==> src/rtl/oss_pkg.sv <==
// Constants, register layout and oversampling table for the sleep/oversampling control.
// Assumes a single 250 MHz sampling-domain clock and a simple byte-wide register port.
// Behaviour
// - Bit 2 of sleep mode control enables automatic sleep and wake transitions.
// - With auto-sleep on, each sleep/wake change resets event counters and, with FIFO gate clear, flushes FIFO.
// - Latched event status survives sleep/wake changes; only counters are reset.
// - Bits 1..0 of sleep mode control pick the wake oversampling mode.
// - Mode codes: 00 normal, 01 low-noise low-power, 10 high-res, 11 low-power.
// - Normal and high-resolution ratios follow their per-rate tables.
// - Low-noise low-power and low-power ratios follow their per-rate tables.
// - Interrupt control: gate, five wake bits, polarity, drive; all RW, reset zero.
// - Bits 4..3 of sleep mode control pick the sleep oversampling mode.
// - FIFO gating blocks new samples after a transition until emptied; flags gate error.
// - Each wake bit keeps its detection function running during sleep.
// - Polarity 0 active low, 1 active high; drive 0 push-pull, 1 open-drain.
package oss_pkg;

  // ==========================================================================
  // Register map
  localparam logic [7:0] ADDR_SLEEP_MODE_CONTROL = 8'h2A;
  localparam logic [7:0] ADDR_INTERRUPT_CONTROL  = 8'h2C;
  localparam logic [7:0] RST_SLEEP_MODE_CONTROL  = 8'h00;
  localparam logic [7:0] RST_INTERRUPT_CONTROL   = 8'h00;
  localparam logic [7:0] SMC_WRITE_MASK          = 8'h1F;

  // ==========================================================================
  // Field layouts
  typedef struct packed {
    logic [2:0] reserved;
    logic [1:0] sleep_osr_mode;
    logic       auto_sleep_en;
    logic [1:0] wake_osr_mode;
  } oss_smc_s;

  typedef struct packed {
    logic       fifo_gate;
    logic       wake_transient;
    logic       wake_orient;
    logic       wake_tap;
    logic       wake_ffmt;
    logic       wake_vecm;
    logic       irq_polarity;
    logic       irq_drive_style;
  } oss_ictrl_s;

  typedef enum logic [1:0] {
    OSR_NORMAL   = 2'b00,
    OSR_LNLP     = 2'b01,
    OSR_HIRES    = 2'b10,
    OSR_LOWPOWER = 2'b11
  } oss_mode_e;

  localparam int RATE_W  = 3;
  localparam int RATIO_W = 11;
  localparam int NUM_FUNC = 5;

  // ==========================================================================
  // Ratio table, index [mode][rate]; rate 0 = 1.5625 Hz .. rate 7 = 800 Hz
  localparam logic [3:0][7:0][10:0] OSR_TABLE = {
    // Low power
    {11'h002, 11'h002, 11'h002, 11'h002, 11'h002, 11'h002, 11'h004, 11'h010},
    // High resolution
    {11'h002, 11'h004, 11'h008, 11'h010, 11'h020, 11'h080, 11'h100, 11'h400},
    // Low noise, low power
    {11'h002, 11'h004, 11'h004, 11'h004, 11'h004, 11'h004, 11'h008, 11'h020},
    // Normal
    {11'h002, 11'h004, 11'h004, 11'h004, 11'h004, 11'h010, 11'h020, 11'h080}
  };

endpackage

==> src/rtl/oss_sleep_ctrl.sv <==
// Sleep/wake oversampling control with interrupt control register and FIFO gating.
// Assumes inputs are synchronous to ref_clk_i; rate selects come from elsewhere.
`timescale 1ns/1ps
module oss_sleep_ctrl (
  // Clock and reset
  input  wire logic                            ref_clk_i,
  input  wire logic                            sys_rst_i,
  // Register port
  input  wire logic                            reg_wr_i,
  input  wire logic [7:0]                      reg_addr_i,
  input  wire logic [7:0]                      reg_wdata_i,
  output logic      [7:0]                      reg_rdata_o,
  // System state and sample timing
  input  wire logic                            sys_sleep_i,
  input  wire logic                            sample_tick_i,
  input  wire logic [oss_pkg::RATE_W-1:0]      wake_output_rate_i,
  input  wire logic [oss_pkg::RATE_W-1:0]      sleep_output_rate_i,
  input  wire logic                            fifo_empty_i,
  // Derived controls
  output logic                                 fifo_flush_o,
  output logic                                 counter_reset_o,
  output logic                                 fifo_accept_o,
  output logic                                 gate_err_o,
  output logic [1:0]                           power_mode_o,
  output logic [oss_pkg::RATIO_W-1:0]          osr_ratio_o,
  output logic [oss_pkg::NUM_FUNC-1:0]         func_run_o,
  // Interrupt pins
  input  wire logic                            irq_one_req_i,
  input  wire logic                            irq_two_req_i,
  output logic                                 irq_line_one_o,
  output logic                                 irq_line_one_oe_o,
  output logic                                 irq_line_two_o,
  output logic                                 irq_line_two_oe_o
);

  // ==========================================================================
  // Registers
  oss_pkg::oss_smc_s   smc_q;
  oss_pkg::oss_ictrl_s ictrl_q;
  logic                sleep_prev_q;
  logic                gate_block_q;

  wire wr_smc   = reg_wr_i && (reg_addr_i == oss_pkg::ADDR_SLEEP_MODE_CONTROL);
  wire wr_ictrl = reg_wr_i && (reg_addr_i == oss_pkg::ADDR_INTERRUPT_CONTROL);
  wire oss_pkg::oss_smc_s wdata_smc = reg_wdata_i;
  wire [7:0] rd_mux = (reg_addr_i == oss_pkg::ADDR_SLEEP_MODE_CONTROL) ? smc_q :
                      (reg_addr_i == oss_pkg::ADDR_INTERRUPT_CONTROL) ? ictrl_q : 8'h00;

  always_ff @(posedge ref_clk_i or posedge sys_rst_i) begin
    if (sys_rst_i) begin
      smc_q   <= oss_pkg::RST_SLEEP_MODE_CONTROL;
      ictrl_q <= oss_pkg::RST_INTERRUPT_CONTROL;
    end else begin
      if (wr_smc) begin
        smc_q <= reg_wdata_i & oss_pkg::SMC_WRITE_MASK;
      end
      if (wr_ictrl) begin
        ictrl_q <= reg_wdata_i;
      end
    end
  end

  // ==========================================================================
  // Sleep/wake transitions
  wire transition = smc_q.auto_sleep_en && (sys_sleep_i != sleep_prev_q);
  wire do_flush   = transition && !ictrl_q.fifo_gate;
  wire gate_set   = transition && ictrl_q.fifo_gate;
  wire gate_next  = gate_set || (gate_block_q && !fifo_empty_i);            // set wins over clear
  wire err_next   = gate_next && !fifo_empty_i && (gate_err_o || sample_tick_i);

  // Functions run while awake, or in sleep if their wake bit is set
  wire [oss_pkg::NUM_FUNC-1:0] wake_bits = {ictrl_q.wake_transient, ictrl_q.wake_orient,
                                            ictrl_q.wake_tap, ictrl_q.wake_ffmt, ictrl_q.wake_vecm};
  wire [oss_pkg::NUM_FUNC-1:0] run_next  = sys_sleep_i ? wake_bits : {oss_pkg::NUM_FUNC{1'b1}};

  // ==========================================================================
  // Oversampling selection
  wire [1:0]                       mode_sel = sys_sleep_i ? smc_q.sleep_osr_mode : smc_q.wake_osr_mode;
  wire [oss_pkg::RATE_W-1:0]       rate_sel = sys_sleep_i ? sleep_output_rate_i : wake_output_rate_i;
  wire [oss_pkg::RATIO_W-1:0]      ratio_sel = oss_pkg::OSR_TABLE[mode_sel][rate_sel];

  // ==========================================================================
  // Interrupt pin drive
  // One pin driver per interrupt line; index 0 is line one
  wire [1:0] irq_req = {irq_two_req_i, irq_one_req_i};
  wire [1:0] irq_lvl;
  wire [1:0] irq_oe;
  wire [1:0] irq_out;
  for (genvar j = 0; j < 2; j++) begin : g_irq_pin
    assign irq_lvl[j] = irq_req[j] ~^ ictrl_q.irq_polarity;
    assign irq_oe[j]  = ictrl_q.irq_drive_style ? !irq_lvl[j] : 1'b1;
    assign irq_out[j] = ictrl_q.irq_drive_style ? 1'b0 : irq_lvl[j];
  end

  always_ff @(posedge ref_clk_i or posedge sys_rst_i) begin
    if (sys_rst_i) begin
      sleep_prev_q      <= 1'b0;
      gate_block_q      <= 1'b0;
      fifo_flush_o      <= 1'b0;
      counter_reset_o   <= 1'b0;
      fifo_accept_o     <= 1'b1;
      gate_err_o        <= 1'b0;
      power_mode_o      <= oss_pkg::OSR_NORMAL;
      osr_ratio_o       <= oss_pkg::OSR_TABLE[0][0];
      func_run_o        <= {oss_pkg::NUM_FUNC{1'b1}};
      irq_line_one_o    <= 1'b1;
      irq_line_one_oe_o <= 1'b1;
      irq_line_two_o    <= 1'b1;
      irq_line_two_oe_o <= 1'b1;
    end else begin
      sleep_prev_q      <= sys_sleep_i;
      gate_block_q      <= gate_next;
      fifo_flush_o      <= do_flush;
      counter_reset_o   <= transition;      // status is left alone
      fifo_accept_o     <= !gate_next;
      gate_err_o        <= err_next;
      func_run_o        <= run_next;
      irq_line_one_o    <= irq_out[0];
      irq_line_one_oe_o <= irq_oe[0];
      irq_line_two_o    <= irq_out[1];
      irq_line_two_oe_o <= irq_oe[1];
      if (sample_tick_i) begin
        power_mode_o <= mode_sel;
        osr_ratio_o  <= ratio_sel;
      end
    end
  end

  always_ff @(posedge ref_clk_i or posedge sys_rst_i) begin
    if (sys_rst_i) begin
      reg_rdata_o <= 8'h00;
    end else begin
      reg_rdata_o <= rd_mux;
    end
  end

  // ==========================================================================
  // Assertions
  transition_counter_a: assert property (@(posedge ref_clk_i) disable iff (sys_rst_i)
    (smc_q.auto_sleep_en && $changed(sys_sleep_i)) |=> counter_reset_o)
    else $error("transition did not reset counters");

  no_auto_quiet_a: assert property (@(posedge ref_clk_i) disable iff (sys_rst_i)
    (!smc_q.auto_sleep_en && $stable(sys_sleep_i)) |=> !counter_reset_o && !fifo_flush_o)
    else $error("counter reset without transition");

  gate_blocks_a: assert property (@(posedge ref_clk_i) disable iff (sys_rst_i)
    (transition && ictrl_q.fifo_gate) |=> !fifo_accept_o && !fifo_flush_o)
    else $error("gated transition did not block FIFO");

  gate_release_a: assert property (@(posedge ref_clk_i) disable iff (sys_rst_i)
    (fifo_empty_i && !transition) |=> fifo_accept_o && !gate_err_o)
    else $error("empty FIFO did not release gate");

  gate_error_a: assert property (@(posedge ref_clk_i) disable iff (sys_rst_i)
    (!fifo_accept_o && sample_tick_i && !fifo_empty_i && !transition) |=> gate_err_o)
    else $error("gate error not flagged");

  ratio_hold_a: assert property (@(posedge ref_clk_i) disable iff (sys_rst_i)
    !sample_tick_i |=> $stable(osr_ratio_o) && $stable(power_mode_o))
    else $error("ratio changed mid sample");

  hires_low_a: assert property (@(posedge ref_clk_i) disable iff (sys_rst_i)
    (sample_tick_i && !sys_sleep_i && smc_q.wake_osr_mode == 2'b10 && wake_output_rate_i == 3'h0)
    |=> osr_ratio_o == 11'h400)
    else $error("high resolution ratio wrong");

  lowpower_low_a: assert property (@(posedge ref_clk_i) disable iff (sys_rst_i)
    (sample_tick_i && sys_sleep_i && smc_q.sleep_osr_mode == 2'b11 && sleep_output_rate_i == 3'h1)
    |=> osr_ratio_o == 11'h004)
    else $error("low power ratio wrong");

  sleep_run_a: assert property (@(posedge ref_clk_i) disable iff (sys_rst_i)
    sys_sleep_i |=> func_run_o == $past(wake_bits))
    else $error("sleep function enables wrong");

  push_pull_one_a: assert property (@(posedge ref_clk_i) disable iff (sys_rst_i)
    (!ictrl_q.irq_drive_style) |=> irq_line_one_oe_o && (irq_line_one_o == $past(irq_lvl[0])))
    else $error("push-pull level wrong");

  open_drain_two_a: assert property (@(posedge ref_clk_i) disable iff (sys_rst_i)
    ictrl_q.irq_drive_style |=> !irq_line_two_o && (irq_line_two_oe_o == !$past(irq_lvl[1])))
    else $error("open-drain drive wrong");

  push_pull_two_a: assert property (@(posedge ref_clk_i) disable iff (sys_rst_i)
    (!ictrl_q.irq_drive_style) |=> irq_line_two_oe_o && (irq_line_two_o == $past(irq_lvl[1])))
    else $error("push-pull level wrong on line two");

  open_drain_one_a: assert property (@(posedge ref_clk_i) disable iff (sys_rst_i)
    ictrl_q.irq_drive_style |=> !irq_line_one_o && (irq_line_one_oe_o == !$past(irq_lvl[0])))
    else $error("open-drain drive wrong on line one");

  ictrl_rw_a: assert property (@(posedge ref_clk_i) disable iff (sys_rst_i)
    wr_ictrl |=> ictrl_q == $past(reg_wdata_i))
    else $error("interrupt control write lost");

  rdata_map_a: assert property (@(posedge ref_clk_i) disable iff (sys_rst_i)
    (reg_addr_i == oss_pkg::ADDR_INTERRUPT_CONTROL) |=> reg_rdata_o == $past(ictrl_q))
    else $error("interrupt control readback wrong");

  smc_write_a: assert property (@(posedge ref_clk_i) disable iff (sys_rst_i)
    wr_smc |=> (smc_q.auto_sleep_en == $past(wdata_smc.auto_sleep_en))
      && (smc_q.wake_osr_mode == $past(wdata_smc.wake_osr_mode))
      && (smc_q.sleep_osr_mode == $past(wdata_smc.sleep_osr_mode)) && (smc_q.reserved == 3'h0))
    else $error("sleep mode control write lost");

  flush_pulse_a: assert property (@(posedge ref_clk_i) disable iff (sys_rst_i)
    (transition && !ictrl_q.fifo_gate) |=> fifo_flush_o)
    else $error("ungated transition did not flush");

  flush_with_reset_a: assert property (@(posedge ref_clk_i) disable iff (sys_rst_i)
    fifo_flush_o |-> counter_reset_o)
    else $error("flush without counter reset");

  status_keep_a: assert property (@(posedge ref_clk_i) disable iff (sys_rst_i)
    (transition && gate_err_o && !fifo_empty_i) |=> gate_err_o)
    else $error("status lost across transition");

  awake_run_a: assert property (@(posedge ref_clk_i) disable iff (sys_rst_i)
    !sys_sleep_i |=> func_run_o == {oss_pkg::NUM_FUNC{1'b1}})
    else $error("function stopped while awake");

  lnlp_mid_a: assert property (@(posedge ref_clk_i) disable iff (sys_rst_i)
    (sample_tick_i && !sys_sleep_i && smc_q.wake_osr_mode == 2'b01 && wake_output_rate_i == 3'h1)
    |=> osr_ratio_o == 11'h008)
    else $error("low-noise low-power ratio wrong");

endmodule

==> config.mk <==
export PLATFORM = sky130hd
export DESIGN_NAME = oss_sleep_ctrl
export DESIGN_NICKNAME = d
export VERILOG_FILES = /design/src/rtl/oss_pkg.sv /design/src/rtl/oss_sleep_ctrl.sv
export SDC_FILE = /design/constraint.sdc
export NUM_CORES = 1
export LEC_CHECK = 0
export BUFFER_PORTS_ARGS = -buffer_cell sky130_fd_sc_hd__buf_2
export CORE_MARGIN = 2
export CORE_UTILIZATION = 50
export DETAILED_ROUTE_END_ITERATION = 10
export HOLD_SLACK_MARGIN = 0.02
export PLACE_DENSITY = 0.87
export SLEW_MARGIN = 20
export SYNTH_ARGS = -nofsm -noshare
export SYNTH_HDL_FRONTEND = slang
export SYNTH_SLANG_ARGS = --single-unit
==> constraint.sdc <==
create_clock -name ref_clk_i -period 1.6 [get_ports ref_clk_i]
set_input_delay 0.32 -clock ref_clk_i [delete_from_list [all_inputs] [get_ports ref_clk_i]]
set_output_delay 0.32 -clock ref_clk_i [all_outputs]
set_load 0.03 [all_outputs]
### Word level (Yosys, flattened, before mapping)

Index checks and enable logic that the tools add are counted.

| word-level totals | value |
|---|---|
| bits in registers | 49 |
| word-level logic and storage cells | 60 |
| bits of input ports | 30 |

| cells by class | value |
|---|---|
| mux-type cells | 13 |
| $lt $le $gt $ge | 2 |
| equal/unequal tests | 3 |
| bitwise logic cells | 2 |
| reductions and logical operators | 15 |

Operator list:

| operator | count |
|---|---|
| 88-bit binary-select mux with 2-bit select | 1 |
| 88-bit two-way mux | 1 |
| 11-bit binary-select mux with 3-bit select | 1 |
| 8-bit by 6-bit == test with 1-bit output, second input constant | 2 |
| 8-bit two-way mux | 2 |
| 11-bit two-way mux | 1 |
| 1-bit logical AND | 8 |
| 1-bit zero test | 5 |
| 5-bit two-way mux | 1 |
| 3-bit by 4-bit < comparator with 1-bit output, second input constant | 1 |
| 1-bit two-way mux | 4 |
| 2-bit by 3-bit < comparator with 1-bit output, second input constant | 1 |
| 3-bit two-way mux | 1 |
| 1-bit logical OR | 2 |
| 2-bit two-way mux | 1 |
| 1-bit bitwise XNOR | 2 |
| 1-bit != test | 1 |

### Logic depth before layout (Yosys ltp)

| depth | value |
|---|---|
| depth in word-level cells | 6 |
| depth in mapped cells | 6 |
| depth with buffers taken out | 4 |

### Worst setup path after synthesis

No wires, ideal clock.

| path | value |
|---|---|
| path kind | in2reg |
| start | input reg_addr_i[4] |
| end | register ictrl_q[0] (netlist name) |
| stages on the path | 4 |
| library setup time | 0.125 ns |
| data arrival time | 1.315 ns |
| slack | 0.160 ns |
| cell sequence | nor4b_2 -> and3b_2 -> nand4b_4 -> mux2_2 |

| between the ends | value |
|---|---|
| longest elaborated chain between the ends | 2 |

Ends and longest elaborated chain:

| element | RTL line | source |
|---|---|---|
| start: declaration | oss_sleep_ctrl.sv:10 | `input wire logic [7:0] reg_addr_i,` |
| 8-bit by 6-bit == test with 1-bit output | oss_sleep_ctrl.sv:44 | `wire wr_ictrl = reg_wr_i && (reg_addr_i == oss_pkg::ADDR_INTERRUPT_CONTROL);` |
| 1-bit logical AND | oss_sleep_ctrl.sv:44 |  |
| end signal: assignment | oss_sleep_ctrl.sv:52 | `ictrl_q <= oss_pkg::RST_INTERRUPT_CONTROL;` |
| end signal: assignment | oss_sleep_ctrl.sv:58 | `ictrl_q <= reg_wdata_i;` |
| end: declaration | oss_sleep_ctrl.sv:39 | `oss_pkg::oss_ictrl_s ictrl_q;` |

No other way between the ends.
A chain may end at the register's enable or synchronous reset.

### Final worst setup path

| path | value |
|---|---|
| start | register smc_q[0] (netlist name) |
| end | register osr_ratio_o[5] (netlist name) |

| between the ends | value |
|---|---|
| longest elaborated chain between the ends | 5 |

Ends and longest elaborated chain:

| element | RTL line | source |
|---|---|---|
| start: declaration | oss_sleep_ctrl.sv:38 | `oss_pkg::oss_smc_s smc_q;` |
| start signal: assignment | oss_sleep_ctrl.sv:51 | `smc_q <= oss_pkg::RST_SLEEP_MODE_CONTROL;` |
| start signal: assignment | oss_sleep_ctrl.sv:55 | `smc_q <= reg_wdata_i & oss_pkg::SMC_WRITE_MASK;` |
| 2-bit two-way mux | oss_sleep_ctrl.sv:78 | `wire [1:0] mode_sel = sys_sleep_i ? smc_q.sleep_osr_mode : smc_q.wake_osr_mode;` |
| 88-bit binary-select mux with 2-bit select | oss_sleep_ctrl.sv:80 | `wire [oss_pkg::RATIO_W-1:0] ratio_sel = oss_pkg::OSR_TABLE[mode_sel][rate_sel];` |
| 88-bit two-way mux (not written as such) | oss_sleep_ctrl.sv:80 |  |
| 11-bit binary-select mux with 3-bit select | oss_sleep_ctrl.sv:80 |  |
| 11-bit two-way mux (not written as such) | oss_sleep_ctrl.sv:80 |  |
| end signal: assignment | oss_sleep_ctrl.sv:104 | `osr_ratio_o <= oss_pkg::OSR_TABLE[0][0];` |
| end signal: assignment | oss_sleep_ctrl.sv:124 | `osr_ratio_o <= ratio_sel;` |
| end: declaration | oss_sleep_ctrl.sv:25 | `output logic [oss_pkg::RATIO_W-1:0] osr_ratio_o,` |

No other way between the ends. The select of a mux whose other input is x is not followed.

==> key figures <==
Critical path
  • Crit path cell chain: mux2_2, o41a_1, o22ai_1
  • CP peak stage delay: 0.43 ns
  • Crit path capture type: flip-flop
  • CP startpoint kind: flip-flop
  • Worst R2R Path Depth: 3
  • R2R Path Start: smc_q[0]
  • Arr. time, crit path: between 1.5 and 2 ns
  • Critical Path Source: smc_q[0]
  • Data required, critical path: between 1.5 and 2 ns
  • FF-to-FF setup slack: slightly above 0.2 ns
  • Crit path max fanout: 7
  • Worst R2R End: osr_ratio_o[5]
  • Critical Path Slowest Stage Cell: o41a_1
  • WS Path Type: reg2reg

Logic synthesis
  • Most frequent cell after synthesis: dfrtp_1
  • Adder-cell share of the synthesized area: 0%
  • Post-synthesis cell area: between 1500 and 2000 sq um
  • Seq cells post-synth: 46
  • Syn avg cell area: approximately 13 sq um
  • Main area contributors after synthesis: dfrtp_1 44%, dfstp_2 15%, mux2_2 9.1%
  • Post-synth top cells: 35 x dfrtp_1, 16 x mux2_2, 11 x dfstp_2
  • EDFF count, synth: 0
  • Xor and xnor area share after synthesis: under 10%
  • Main combinational cell family by area after synthesis: simple AND/OR/NAND/NOR gates
  • Cells after Synth: between 150 and 200
  • Seq/Total Area, Yosys: around 59%
  • Post-synthesis async set-or-reset flop share: 100%
  • Post-synth top area share: approximately 44%
  • Area share of and/or/nand/nor cells after synthesis: roughly 14%
  • YS warnings: 0
  • Synth area leader: dfrtp_1
  • Most common flop cell mapped by yosys: dfrtp_1
  • Complex-gate fraction of the synthesized area: 8.83%
  • Mux cell area share after synthesis: roughly 13%
  • Synth unique cells: 39

Floorplanning
  • IO Count: 64
  • Core area: 3740 sq um
  • Die Ht: roughly 67 um
  • Die footprint: between 4000 and 5000 sq um
  • Initial core utilization: about 53%
  • Row count: 22
  • Die width: 67.0 um

Cells and area
  • Reg area: around 1200 sq um
  • Area Growth Syn to Fin: 24.9%
  • N_diodes: 0
  • Final nets: 255
  • Layout cells sized above 1: 50.0%
  • # fillers: 300
  • Area of the multi-input gates: 751 sq um

Timing
  • Fmax: a little over 0.7 GHz
  • Slew Limit Fails: 0
  • Setup TNS: 0 ns
  • Setup violators final: 0
  • Worst hold slack: about 0.043 ns
  • Post-layout min period: around 1.4 ns
  • Final hold violation count: 0
  • Clock skew: roughly 0.0084 ns
  • Tcrit/Tclk final: 87.1%
  • RSZ-0062 raised after global routing: no

Clock tree
  • Clock Path Buffers: 2
  • TritonCTS Buffers: 5
  • Worst skew pair latency: 0.29 ns
  • H-Tree Level Count: 2
  • CTS resizes: 0
  • Hold-fix buffers, CTS: 0
  • Root buf cell: clkbuf_8
  • Reg clk slew, reported paths: 0.08 ns
  • TritonCTS clock tree: done
  • Sinks on Clock Net: 46
  • Postcts setup bufs: 0

Global route
  • Initial antenna violation count: 0
  • Total track usage: between 10% and 20%
  • Vias in the first global route: approximately 1.3k
  • Global-route wire length before repair: between 6 and 7 mm
  • Grt ovf: 0
  • Largest net degree at the start of global routing: 47

Power
  • Total Power: around 2300 uW
  • NetSw: between 600 and 700 uW
  • Worst VDD drop: roughly 0.42 mV
  • Clock Power Share: approximately 30%
  • Power per cell area: a little over 900 nW/um^2
  • Logic gate share of total power: ~15%
  • Flop pwr share: ~55%
  • Internal Pwr Total: 1660 uW
  • Switching part of the total power: between 20% and 30%
  • Leakage Power: about 0.0013 uW

Placement
  • Gpl congestion: 0.841
  • I/O Buffers: 60
  • HPWL after detailed placement: between 2 and 3 mm

Route
  • DR iter-0 viols: slightly above 60
  • Via count: between 1k and 1.5k
  • TritonRoute pass-1 iters: 5
  • Via/cell ratio: just over 5
  • Detailed Route WL: 3.78 mm
  • Final ANT Viol Nets: 0
  • Wire per inst: about 14 um
  • Remaining DRCs: 0

Job
  • Max Cap Viol: 0

Min path
  • Worst Hold Class: in2async

Run status
  • Status: completed
## critical path: cells and delay by family, from the launching register on
family	cells	cell delay (ns)
compound gates	2	0.55
flops	1	0.42
mux	1	0.34
## kinds of logic after synthesis
| kind of cell | Yosys count |
|---|---|
| and+or+nand+nor | 42 |
| DFF | 46 |
| xor gates and xnor gates | 3 |
| buffers and inverters | 14 |
| muxes | 22 |
| AOI/OAI and AO/OA | 25 |
| other | 1 |
## state kept, by name, summed over array words and instances, names as in the netlist, 2 cells and up
name / cells
ictrl_q: 8
osr_ratio_o: 8
reg_rdata_o: 8
func_run_o: 5
smc_q: 5
power_mode_o: 2
## area by class of cell
cell class	instances	area share (%)
multi-input cells	95	30.3
flip-flops and latches	46	47.0
well taps	48	2.43
repair buffers	70	15.7
clock inverters	2	0.556
clock buffers	6	2.93
inverters	7	1.06
## per-stage QoR
step | instance area (sq um) | std cells | util [%] | setup WS [ns]
finish | 2480 | 274 | 66.1 | 0.207
global route | 2480 | 274 | 66.1 | 0.103
CTS | 2480 | 274 | 66.1 | 0.212
detailed placement | 2390 | 266 | 63.8 | -0.0643
global placement | 2390 | 266 | 63.8 | -0.0180
floorplan | 1990 | 155 | - | 0.160
## per-layer routing
layer	global-route usage (%)	routed length [um]
met5	0	0
met4	7.40	56
met3	4.22	177
met2	32.0	1970
met1	22.1	1570
## layout by cell type (no fill, tap or decap), drive strengths merged, types with 4 or more instances in the layout
master,instances
nand2,6
o22ai,4
mux2,17
nand2b,6
buf,70
inv,7
clkbuf,6
a21oi,5
a22o,5
dfrtp,35
mux2i,5
nor2,8
dfstp,11
nor2b,4
and2,5
## power groups by stage
stage / logic (uW) / clock network, uW / registers [uW]
global placement: 329 / 0 / 1270
CTS: 338 / 697 / 1250
floorplan: 154 / 0 / 1340
finish: 336 / 676 / 1250
detailed placement: 337 / 0 / 1270
global route: 364 / 742 / 1260
## how the worst max path moves through the flow
stage / slack (ns) / to
after floorplan: 0.16 / ictrl_q[0]
after global placement: -0.02 / ictrl_q[7]
after detailed placement: -0.06 / ictrl_q[2]
after CTS: 0.21 / osr_ratio_o[5]
after global routing: 0.10 / osr_ratio_o[7]
final: 0.21 / osr_ratio_o[5]
Power figures use the tool's default switching activity.
